===== src/core/tbs_pkg.sv =====
`default_nettype none

package tbs_pkg;

  // ---------------------------------------------------------------------------
  // Layout of the header words
  // ---------------------------------------------------------------------------
  localparam int BAR_COUNT = 6;
  localparam int ADR_WIDTH = 8;
  localparam int ADR_WORD_MSB = 7;
  localparam int ADR_WORD_LSB = 2;
  localparam logic [5:0] WORD_REVISION = 6'h02;
  localparam logic [5:0] WORD_HEADER = 6'h03;
  localparam logic [5:0] WORD_BAR_FIRST = 6'h04;
  localparam logic [5:0] WORD_CARD_INFO = 6'h0a;
  localparam logic [5:0] WORD_SUBSYSTEM = 6'h0b;

  localparam int REVISION_LSB = 0;
  localparam int HEADER_KIND_LSB = 16;
  localparam int SELF_TEST_LSB = 24;
  localparam int SUBSYSTEM_LSB = 16;

  localparam logic [31:0] WORD_ZERO = 32'h0000_0000;

  // ---------------------------------------------------------------------------
  // Base address register fields
  // ---------------------------------------------------------------------------
  localparam int BAR_IO_BIT = 0;
  localparam int BAR_TYPE_MSB = 2;
  localparam int BAR_TYPE_LSB = 1;
  localparam int BAR_PREFETCH_BIT = 3;
  localparam logic [1:0] BAR_TYPE_64 = 2'h2;
  localparam logic [31:0] BAR_MEM_FIXED = 32'h0000_000f;
  localparam logic [31:0] BAR_IO_FIXED = 32'h0000_0003;

  // Byte-lane merge of a Wishbone write into a stored word.
  function automatic logic [31:0] merge_lanes(input logic [31:0] old_word,
                                              input logic [31:0] new_word,
                                              input logic [3:0] sel);
    logic [31:0] result;
    result = old_word;
    for (int b = 0; b < 4; b++) begin
      if (sel[b]) begin
        result[b*8 +: 8] = new_word[b*8 +: 8];
      end
    end
    return result;
  endfunction

  // Bits that software may write; all other bits read the build setup.
  function automatic logic [31:0] bar_write_mask(input logic [31:0] setup,
                                                 input logic upper);
    logic [31:0] mask;
    mask = setup & ~BAR_MEM_FIXED;
    if (upper) begin
      mask = setup;
    end else if (setup[BAR_IO_BIT]) begin
      mask = setup & ~BAR_IO_FIXED;
    end
    return mask;
  endfunction

  // True when the lower neighbour asks for 64-bit memory space.
  function automatic logic bar_is_upper(input logic lower_enable,
                                        input logic [31:0] lower_setup);
    return lower_enable && !lower_setup[BAR_IO_BIT] &&
           (lower_setup[BAR_TYPE_MSB:BAR_TYPE_LSB] == BAR_TYPE_64);
  endfunction

endpackage

`default_nettype wire


===== src/core/tbs_slot_if.sv =====
`default_nettype none

interface tbs_slot_if;
  logic wr;
  logic [3:0] sel;
  logic [31:0] wdat;
  logic [31:0] rdat;

  modport bank (output wr, output sel, output wdat, input rdat);
  modport slot (input wr, input sel, input wdat, output rdat);
endinterface

`default_nettype wire


===== src/core/tbs_bar_slot.sv =====
`default_nettype none

module tbs_bar_slot #(
  parameter logic ENABLE = 1'b0,
  parameter logic [31:0] SETUP = 32'h0000_0000,
  parameter logic UPPER = 1'b0
) (
  input wire logic clk_i,
  input wire logic rst_i,
  tbs_slot_if.slot bus
);
  import tbs_pkg::*;

  typedef struct packed {
    logic [31:0] base;
  } tbs_slot_state_t;

  localparam logic [31:0] WR_MASK = bar_write_mask(SETUP, UPPER);

  tbs_slot_state_t state_reg;
  tbs_slot_state_t state_next;

  // ---------------------------------------------------------------------------
  // Stored base address
  // ---------------------------------------------------------------------------
  always_comb begin
    state_next = state_reg;
    if (ENABLE && bus.wr) begin
      state_next.base = merge_lanes(state_reg.base, bus.wdat, bus.sel) & WR_MASK;
    end
  end

  always_ff @(posedge clk_i) begin
    if (rst_i) begin
      state_reg <= '0;
    end else begin
      state_reg <= state_next;
    end
  end

  // Cleared setup bits are never writable, so a write of all ones reads back
  // the region size; in an enabled slot that is not a high half the type bits show the build setup.
  assign bus.rdat = ENABLE ?
    ((state_reg.base & WR_MASK) | (SETUP & ~WR_MASK)) :
    WORD_ZERO;

endmodule

`default_nettype wire


===== src/core/tbs_header_bank.sv =====
// Operation
// - Read-only 8-bit revision byte fixed at build time.
// - Read-only 8-bit self-test byte fixed at build time.
// - Read-only 8-bit header layout byte fixed at build time.
// - Each base address register has its own enable; disabled ones read zero.
// - For 64-bit space registers pair as 0/1, 2/3 and 4/5.
// - Even register of a pair holds low address bits, odd holds high.
// - Bit 0 reads 0 for memory space, 1 for I/O space.
// - Memory bits 2:1 read 00 for 32-bit and 10 for 64-bit space.
// - Memory bit 3 reads 1 when prefetchable, 0 otherwise.
// - Cleared low bits of 31:4 stay zero and give the region size.
// - Optional card information pointer, read-only, zero when not built.
// - Read-only 16-bit subsystem identifier fixed at build time.
//
// The Wishbone register port and the register addresses were left to the implementer.
`default_nettype none

module tbs_header_bank #(
  // Identification values are arbitrary defaults.
  parameter logic [7:0] REVISION = 8'h01,
  parameter logic [7:0] SELF_TEST = 8'h00,
  parameter logic [7:0] HEADER_KIND = 8'h00,
  parameter logic [15:0] SUBSYSTEM_FUNCTION_ID = 16'h0001,
  parameter logic CARD_INFO_ENABLE = 1'b0,
  parameter logic [31:0] CARD_INFO_POINTER = 32'h0000_0000,
  parameter logic [tbs_pkg::BAR_COUNT-1:0] BAR_ENABLE = 6'h01,
  parameter logic [tbs_pkg::BAR_COUNT-1:0][31:0] BAR_SETUP = {6{32'hffff_f000}}
) (
  input wire logic clk_i,
  input wire logic rst_i,
  input wire logic cyc_i,
  input wire logic stb_i,
  input wire logic we_i,
  input wire logic [tbs_pkg::ADR_WIDTH-1:0] adr_i,
  input wire logic [3:0] sel_i,
  input wire logic [31:0] dat_i,
  output logic [31:0] dat_o,
  output logic ack_o
);
  import tbs_pkg::*;

  typedef struct packed {
    logic ack;
    logic [31:0] rdata;
  } tbs_bank_state_t;

  tbs_bank_state_t state_reg;
  tbs_bank_state_t state_next;
  logic [5:0] word_idx;
  logic commit;
  logic [31:0] slot_rdat [BAR_COUNT];
  logic [31:0] read_word;

  assign word_idx = adr_i[ADR_WORD_MSB:ADR_WORD_LSB];
  // A write lands at the edge where the master sees ack, as classic Wishbone asks.
  assign commit = cyc_i && stb_i && we_i && state_reg.ack;

  // ---------------------------------------------------------------------------
  // Base address register slots
  // ---------------------------------------------------------------------------
  for (genvar i = 0; i < BAR_COUNT; i++) begin : g_bar
    tbs_slot_if port ();
    // Only odd slots can be the high half, and only behind a 64-bit even slot.
    localparam logic UPPER = (i % 2 == 1) ?
        bar_is_upper(BAR_ENABLE[(i/2)*2], BAR_SETUP[(i/2)*2]) : 1'b0;
    assign port.wr = commit && (word_idx == WORD_BAR_FIRST + 6'(i));
    assign port.sel = sel_i;
    assign port.wdat = dat_i;
    assign slot_rdat[i] = port.rdat;
    tbs_bar_slot #(
      .ENABLE(BAR_ENABLE[i]),
      .SETUP(BAR_SETUP[i]),
      .UPPER(UPPER)
    ) u_slot (
      .clk_i(clk_i),
      .rst_i(rst_i),
      .bus(port)
    );
  end

  // ---------------------------------------------------------------------------
  // Read decode
  // ---------------------------------------------------------------------------
  // Unmapped words and the unused bytes of mapped words read as zero; writes
  // to them are acknowledged and dropped.
  always_comb begin
    read_word = WORD_ZERO;
    case (word_idx)
      WORD_REVISION: begin
        read_word[REVISION_LSB +: 8] = REVISION;
      end
      WORD_HEADER: begin
        read_word[HEADER_KIND_LSB +: 8] = HEADER_KIND;
        read_word[SELF_TEST_LSB +: 8] = SELF_TEST;
      end
      WORD_CARD_INFO: begin
        read_word = CARD_INFO_ENABLE ? CARD_INFO_POINTER : WORD_ZERO;
      end
      WORD_SUBSYSTEM: begin
        read_word[SUBSYSTEM_LSB +: 16] = SUBSYSTEM_FUNCTION_ID;
      end
      default: begin
        for (int i = 0; i < BAR_COUNT; i++) begin
          if (word_idx == WORD_BAR_FIRST + 6'(i)) begin
            read_word = slot_rdat[i];
          end
        end
      end
    endcase
  end

  // ---------------------------------------------------------------------------
  // Wishbone answer
  // ---------------------------------------------------------------------------
  // Read-only words have no storage at all, so a write cannot disturb them.
  always_comb begin
    state_next = state_reg;
    state_next.ack = cyc_i && stb_i && !state_reg.ack;
    if (cyc_i && stb_i && !we_i && !state_reg.ack) begin
      state_next.rdata = read_word;
    end
  end

  always_ff @(posedge clk_i) begin
    if (rst_i) begin
      state_reg <= '0;
    end else begin
      state_reg <= state_next;
    end
  end

  assign ack_o = state_reg.ack;
  assign dat_o = state_reg.rdata;

endmodule

`default_nettype wire


===== config.mk =====
export PLATFORM = sky130hd
export DESIGN_NAME = tbs_header_bank
export DESIGN_NICKNAME = d
export VERILOG_FILES = /design/src/core/tbs_pkg.sv /design/src/core/tbs_slot_if.sv /design/src/core/tbs_bar_slot.sv /design/src/core/tbs_header_bank.sv
export SDC_FILE = /design/constraint.sdc
export NUM_CORES = 1
export LEC_CHECK = 0
export ABC_AREA = 1
export BUFFER_PORTS_ARGS = -buffer_cell sky130_fd_sc_hd__clkbuf_2
export CORE_UTILIZATION = 32
export DETAILED_ROUTE_END_ITERATION = 12
export PLACE_DENSITY_LB_ADDON = 0.12
export SYNTH_ARGS = -nofsm -noshare
export SYNTH_HDL_FRONTEND = slang
export SYNTH_SLANG_ARGS = --single-unit
export TNS_END_PERCENT = 30

===== constraint.sdc =====
create_clock -name clk_i -period 1.18 [get_ports clk_i]
set_input_delay 0.236 -clock clk_i [delete_from_list [all_inputs] [get_ports clk_i]]
set_output_delay 0.236 -clock clk_i [all_outputs]
set_load 0.01 [all_outputs]

==> results.md, run 1 <==
- completed — result of the run
- 4.28 — drt via density
- stb_i — Hold Crit Start
- 2060 um2 — Syn Std Cell Area
- 6780 um2 — die footprint
- 0.752 — Final GP Congestion
- 42 — number of sinks on the clock net
- 4 — first-pass detailed-route iteration total
- reg -> reg — critical path type
- 7490 um — global-route wire length before repair
- 0.437 mV — peak supply drop
- 82.3 um — die span in y
- 42 — flop and latch count out of synthesis
- sky130_fd_sc_hd__dfxtp_4 — library cell contributing the largest single delay on the critical path
- g_bar[0].u_slot.state_reg[28] — capture point of the worst reg-to-reg path
- 2 — CP bufs+invs
- 2 — maximum buffer depth of the clock tree
- 0 — n_diodes
- 0 — Antenna Violating Nets Remaining
- 21 — number of flip-flops in the largest register
- 0.29 ns — clock latency on the worst-skew pair
- 3260 um — post-DP HPWL
- register — endpoint kind of the worst setup timing path
- 40.7% — share of the synthesized area in the top cell type
- 0 — synthesis warning total
- 6.97 um2 — Post-Synthesis Mean Instance Area
- 860 MHz — FMAX
- 14.8% — Global Route Usage Sum
- 10 — biggest fanout along the worst timing path
- sky130_fd_sc_hd__dfxtp_1 — Yosys top cell by area
- 59 — First DRT Iteration DRCs
- 0 — hold violation count in the final report
- 28 — floorplan row count
- 1626 — via count of the first global-routing pass
- ack_o — reg2reg start
- yes — TritonCTS clock tree
- 1882 — vias after detailed routing
- 1.38 ns — critical path required time
- 0.240 ns — tightest hold margin
- 1.36 ns — data arrival time at the worst-slack endpoint
- 0 — max-cap violation count
- 0 — count of final max-slew check failures
- 10.4 um — post-DR wirelength/cell
- simple AND/OR/NAND/NOR gates — cell class contributing the biggest share of worst-path delay
- 4580 um — sum of routed wire length over all layers
- in -> reg — Hold WC Path Type
- 0.0170 ns — Final Worst Setup Slack
- 986 nW/um2 — pwr/cell area
- 5 — number of CTS-inserted buffers
- 0 — antenna violations before repair
- sky130_fd_sc_hd__dfxtp_1 — main flop type after synthesis
- 0 — number of setup violations in the final report
- 82.3 um — Die X-Extent
- 413 — count of nets after finishing
- 40.7% — post-synthesis sequential area ratio
- 21 — maximum number of pins on one net before global-route repair
- 0% — Post-synth ARST share
- sky130_fd_sc_hd__nand2_1 — most common cell in the synthesized netlist
- 82 — I/O Pins
- 0.00571 ns — post-route clock skew
- 0 — number of synthesized flops with an enable pin
- 7 — reg2reg path depth
- sky130_fd_sc_hd__dfxtp_1, sky130_fd_sc_hd__nand2_1, sky130_fd_sc_hd__inv_1 — top post-synthesis cells by area
- 0.02 ns — worst-case register-to-register setup slack
- yes — RSZ-0062 raised after global routing
- 55 — number of buffers inserted by port buffering
- 296 — Post-Syn Instances
- -0.0855 ns — minimum setup slack after placement
- 98.6% — post-route fraction of the period consumed by the critical path
- 24 — post-synthesis cell type count
- sky130_fd_sc_hd__clkbuf_8 — root buffer cell
- 0 — total global routing overflow
- 34.1% — effective utilization at floorplan
- 0.39 ns — critical path's largest stage delay
- sky130_fd_sc_hd__nand2_1, sky130_fd_sc_hd__inv_1, sky130_fd_sc_hd__dfxtp_1, sky130_fd_sc_hd__nor2_1, sky130_fd_sc_hd__nand4_1 — Synth top cells by count
- register — Startpoint Class
- 6060 um2 — Core Area
- nand2_4 -> nor2_4 -> buf_12 -> buf_12 -> nand4_1 -> nand2_1 -> nor2_1 — cell breakdown of the critical path
- 2 — total number of H-tree levels
- ack_o — end of the worst hold path
- 0 — detailed-route DRC error count
- 3 — Worst Hold Depth
- 1.16 ns — minimum period implied by the final worst setup slack
- 26.8% — share of post-route cells with drive strength above 1
- sky130_fd_sc_hd__buf_12 — library cell appearing most often on the critical path
- 0.00131 uW — Pleak
- 0.08 ns — Clk pin slew, worst setup/hold paths
- 29.0% — growth of design area from synthesis to finish
## cell usage in the layout (no fill, tap or decap)
master and instances:
sky130_fd_sc_hd__a21oi_1 19, sky130_fd_sc_hd__a21oi_2 1, sky130_fd_sc_hd__buf_12 6, sky130_fd_sc_hd__buf_16 1, sky130_fd_sc_hd__buf_4 14, sky130_fd_sc_hd__buf_6 1, sky130_fd_sc_hd__clkbuf_1 1, sky130_fd_sc_hd__clkbuf_2 55
sky130_fd_sc_hd__clkbuf_8 6, sky130_fd_sc_hd__clkinv_2 1, sky130_fd_sc_hd__conb_1 11, sky130_fd_sc_hd__dfxtp_1 41, sky130_fd_sc_hd__dfxtp_4 1, sky130_fd_sc_hd__inv_1 63, sky130_fd_sc_hd__inv_4 1, sky130_fd_sc_hd__nand2_1 63
sky130_fd_sc_hd__nand2_2 3, sky130_fd_sc_hd__nand2_4 1, sky130_fd_sc_hd__nand3_1 19, sky130_fd_sc_hd__nand3_2 1, sky130_fd_sc_hd__nand3_4 2, sky130_fd_sc_hd__nand3b_1 1, sky130_fd_sc_hd__nand4_1 21, sky130_fd_sc_hd__nor2_1 26
sky130_fd_sc_hd__nor2_2 1, sky130_fd_sc_hd__nor2_4 1, sky130_fd_sc_hd__nor2_8 1, sky130_fd_sc_hd__nor3_1 1, sky130_fd_sc_hd__nor3_4 1, sky130_fd_sc_hd__o21ai_0 1
## metal layers
metal | track usage [%] | vias up | wire length [um]
li1 | - | 1020 | -
met1 | 18.8 | 810 | 2190
met2 | 24.3 | 45 | 2130
met3 | 3.63 | 7 | 198
met4 | 5.26 | 0 | 61
met5 | 0 | - | 0
## kinds of logic after synthesis
family | count (synthesis) | synth area share (%)
AO/OA/AOI/OAI | 21 | 5.09
flip-flops | 42 | 40.7
buffers and inverters | 90 | 20.5
other | 1 | 0.182
AND/OR/NAND/NOR | 142 | 33.5
## where the power goes
part           switching, uW  leakage, uW  internal, uW  total [uW]
Combinational            147     0.000918           101         247
Sequential              4.39     0.000339          1420        1420
Clock                    482    0.0000482           472         955
Total                    633      0.00131          1990        2630
## final cells by class
class,instances,area [um2]
fillers,678,3400
multi-input cells,174,852
flip-flops and latches,42,845
repair buffers,77,539
inverters,64,243
well taps,75,93.8
clock buffers,7,86.3
clock inverters,1,5.00
## how the worst max path moves through the flow
stage                     startpoint                            end  slack [ns]  depth (start not counted)
after global routing           ack_o  g_bar[0].u_slot.state_reg[30]       -0.07                          7
after detailed placement    adr_i[2]                      dat_o[27]       -0.09                          8
after CTS                      ack_o  g_bar[0].u_slot.state_reg[27]      -0.002                          6
after floorplan                ack_o  g_bar[0].u_slot.state_reg[16]        0.04                          6
after global placement      adr_i[2]  g_bar[0].u_slot.state_reg[30]       -0.06                          9
final                          ack_o  g_bar[0].u_slot.state_reg[28]        0.02                          7
## worst register-to-register path, delay by kind of cell (launching register included)
family                 cells  cell delay (ns)
buffers and inverters      2             0.26
DFF                        1             0.39
and+or+nand+nor            5             0.42
## through the flow
step	cell area, um2	TNS [ns]	utilization, %	instances	power [uW]
2_1_floorplan	2100	0	-	306	1610
3_3_place_gp	2470	-0.877	40.7	427	1700
3_5_place_dp	2470	-1.28	40.7	427	1700
4_1_cts	2600	-0.00228	42.9	436	2660
5_1_grt	2660	-1.02	44.0	440	2760
6_report	2660	0	44.0	440	2630
## what timing repair did
| item | in CTS | in global routing |
|---|---|---|
| buffers inserted | 0 | 4 |
| hold buffers | 0 | 0 |
| cloned | 1 | 0 |
| pin swaps | 1 | 1 |
| setup endpoints to repair | 11 | 38 |
| resized for setup | 2 | 7 |
No activity file was read; power rests on OpenSTA's default activity.
==> inputs of run 2 (changes only) <==
- SETUP_SLACK_MARGIN: not set -> 0.02
==> run 2 against run 1 <==
First-iteration DRC count decreased by 1.7%. Core utilization is 0.47 points lower. Die area unchanged. Non-clock buffer count stayed put. Global-route usage is 0.093 points higher. Sequential cell count did not move. Register-to-register slack about the same. Worst hold slack got worse by 0.0040 ns. Critical path type unchanged. Largest power group unchanged. Highest routed layer unchanged.
==> results.md, run 2 (synthesis gave the netlist of run 1 again) <==
- 1898 — vias after detailed routing
- 1632 — via count of the first global-routing pass
- 413 — count of nets after finishing
- 42 — number of sinks on the clock net
- register — Startpoint Class
- 34.1% — effective utilization at floorplan
- 0.29 ns — clock latency on the worst-skew pair
- 996 nW/um2 — pwr/cell area
- 7530 um — global-route wire length before repair
- 0 — number of setup violations in the final report
- yes — RSZ-0062 raised after global routing
- 97.5% — post-route fraction of the period consumed by the critical path
- 0 — cts hold-fix bufs
- 5 — number of CTS-inserted buffers
- 4 — first-pass detailed-route iteration total
- 0.00734 ns — post-route clock skew
- 3260 um — post-DP HPWL
- 0.37 ns — critical path's largest stage delay
- 0.752 — Final GP Congestion
- 0.08 ns — Clk pin slew, worst setup/hold paths
- 27.6% — growth of design area from synthesis to finish
- 0 — hold violation count in the final report
- 43.5% — final core utilization
- 3 — biggest fanout along the worst timing path
- 4.31 — drt via density
- 0.236 ns — tightest hold margin
- 4640 um — sum of routed wire length over all layers
- sky130_fd_sc_hd__nand2_1, sky130_fd_sc_hd__inv_1, sky130_fd_sc_hd__clkbuf_2, sky130_fd_sc_hd__dfxtp_1, sky130_fd_sc_hd__nor2_1 — leading cell types in the layout, fill and taps excluded
- sky130_fd_sc_hd__buf_4 — library cell appearing most often on the critical path
- sky130_fd_sc_hd__clkbuf_8 — root buffer cell
- 1.38 ns — data arrival time at the worst-slack endpoint
- 82.3 um — Die X-Extent
- 21 — number of flip-flops in the largest register
- yes — TritonCTS clock tree
- 0 — detailed-route DRC error count
- completed — result of the run
- in -> reg — Hold WC Path Type
- 10.5 um — post-DR wirelength/cell
- 6060 um2 — Core Area
- 0.00130 uW — Pleak
- 0 — antenna violations before repair
- 0.433 mV — peak supply drop
- 869 MHz — FMAX
- 0 — max-cap violation count
- 55 — number of buffers inserted by port buffering
- sky130_fd_sc_hd__nand2_1 — commonest non-fill, non-tap cell in the layout
- 26.6% — share of post-route cells with drive strength above 1
- 14.9% — Global Route Usage Sum
- 28 — floorplan row count
- 0 — Antenna Violating Nets Remaining
- 2 — total number of H-tree levels
- 680 — # fillers
- 1.15 ns — minimum period implied by the final worst setup slack
- 21 — maximum number of pins on one net before global-route repair
- sky130_fd_sc_hd__dfxtp_4 — library cell contributing the largest single delay on the critical path
- 0 — n_diodes
- register — endpoint kind of the worst setup timing path
- 0 — total global routing overflow
- 1.41 ns — critical path required time
- 82 — I/O Pins
- 58 — First DRT Iteration DRCs
- 0.03 ns — worst-case register-to-register setup slack
- reg -> reg — critical path type
- 0 — count of final max-slew check failures
- 6780 um2 — die footprint
- 2 — maximum buffer depth of the clock tree
- nor3_4 -> buf_4 -> buf_4 -> nand3_1 -> a21oi_1 — cell breakdown of the critical path
- 82.3 um — die span in y
## run 2: cell counts in the layout (fill, tap and decap cells not counted)
No cell type changed its count.
## run 2: area by class of cell
| class | instances | area [um2] | area share, % |
|---|---|---|---|
| inverter | 64 | 245 | 9.31 |
| clock inverter | 1 | 5.00 | 0.190 |
| sequential | 42 | 845 | 32.1 |
| timing repair buffer | 77 | 510 | 19.4 |
| clock buffer | 7 | 86.3 | 3.28 |
| tap | 75 | 93.8 | 3.56 |
| multi-input combinational | 174 | 850 | 32.2 |
## run 2: worst max-delay path: cells and delay by family, from the launching register on
kind            cells  cell delay (ns)
flops               1             0.37
simple gates        2             0.30
buf+inv             2             0.30
compound gates      1             0.11
## run 2: routing by layer
metal  routed length, um  track usage (%)
met1                2180             18.8
met2                2200             24.7
met3                 196             3.63
met4                  61             5.26
met5                   0                0
## run 2: final timing paths
kind | startpoint | end | depth (start not counted)
max | ack_o | dat_o[30] | 5
min | stb_i | ack_o | 3
max reg2reg | ack_o | dat_o[30] | 5
min reg2reg | dat_o[22] | dat_o[22] | 2
## run 2: repair_timing
action	in CTS	in global routing
setup endpoints to repair	22	38
resized for setup	3	7
gates cloned	1	0
buffers inserted	1	4
pin swaps	1	5
## run 2: per-stage QoR
| stage | setup slack [ns] | power, uW | TNS [ns] | instances | instance area [um2] |
|---|---|---|---|---|---|
| global route | -0.0373 | 2760 | -0.333 | 440 | 2640 |
| detailed placement | -0.0855 | 1700 | -1.28 | 427 | 2470 |
| global placement | -0.0600 | 1700 | -0.877 | 427 | 2470 |
| finish | 0.0291 | 2620 | 0 | 440 | 2640 |
| CTS | 0.00488 | 2660 | 0 | 437 | 2600 |
| floorplan | 0.0351 | 1610 | 0 | 306 | 2100 |
## run 2: report_power, final
part | internal (uW) | total, uW | switching, uW | leakage (uW)
Sequential | 1420 | 1420 | 4.06 | 0.000339
Clock | 472 | 952 | 480 | 0.0000482
Combinational | 100 | 249 | 148 | 0.000911
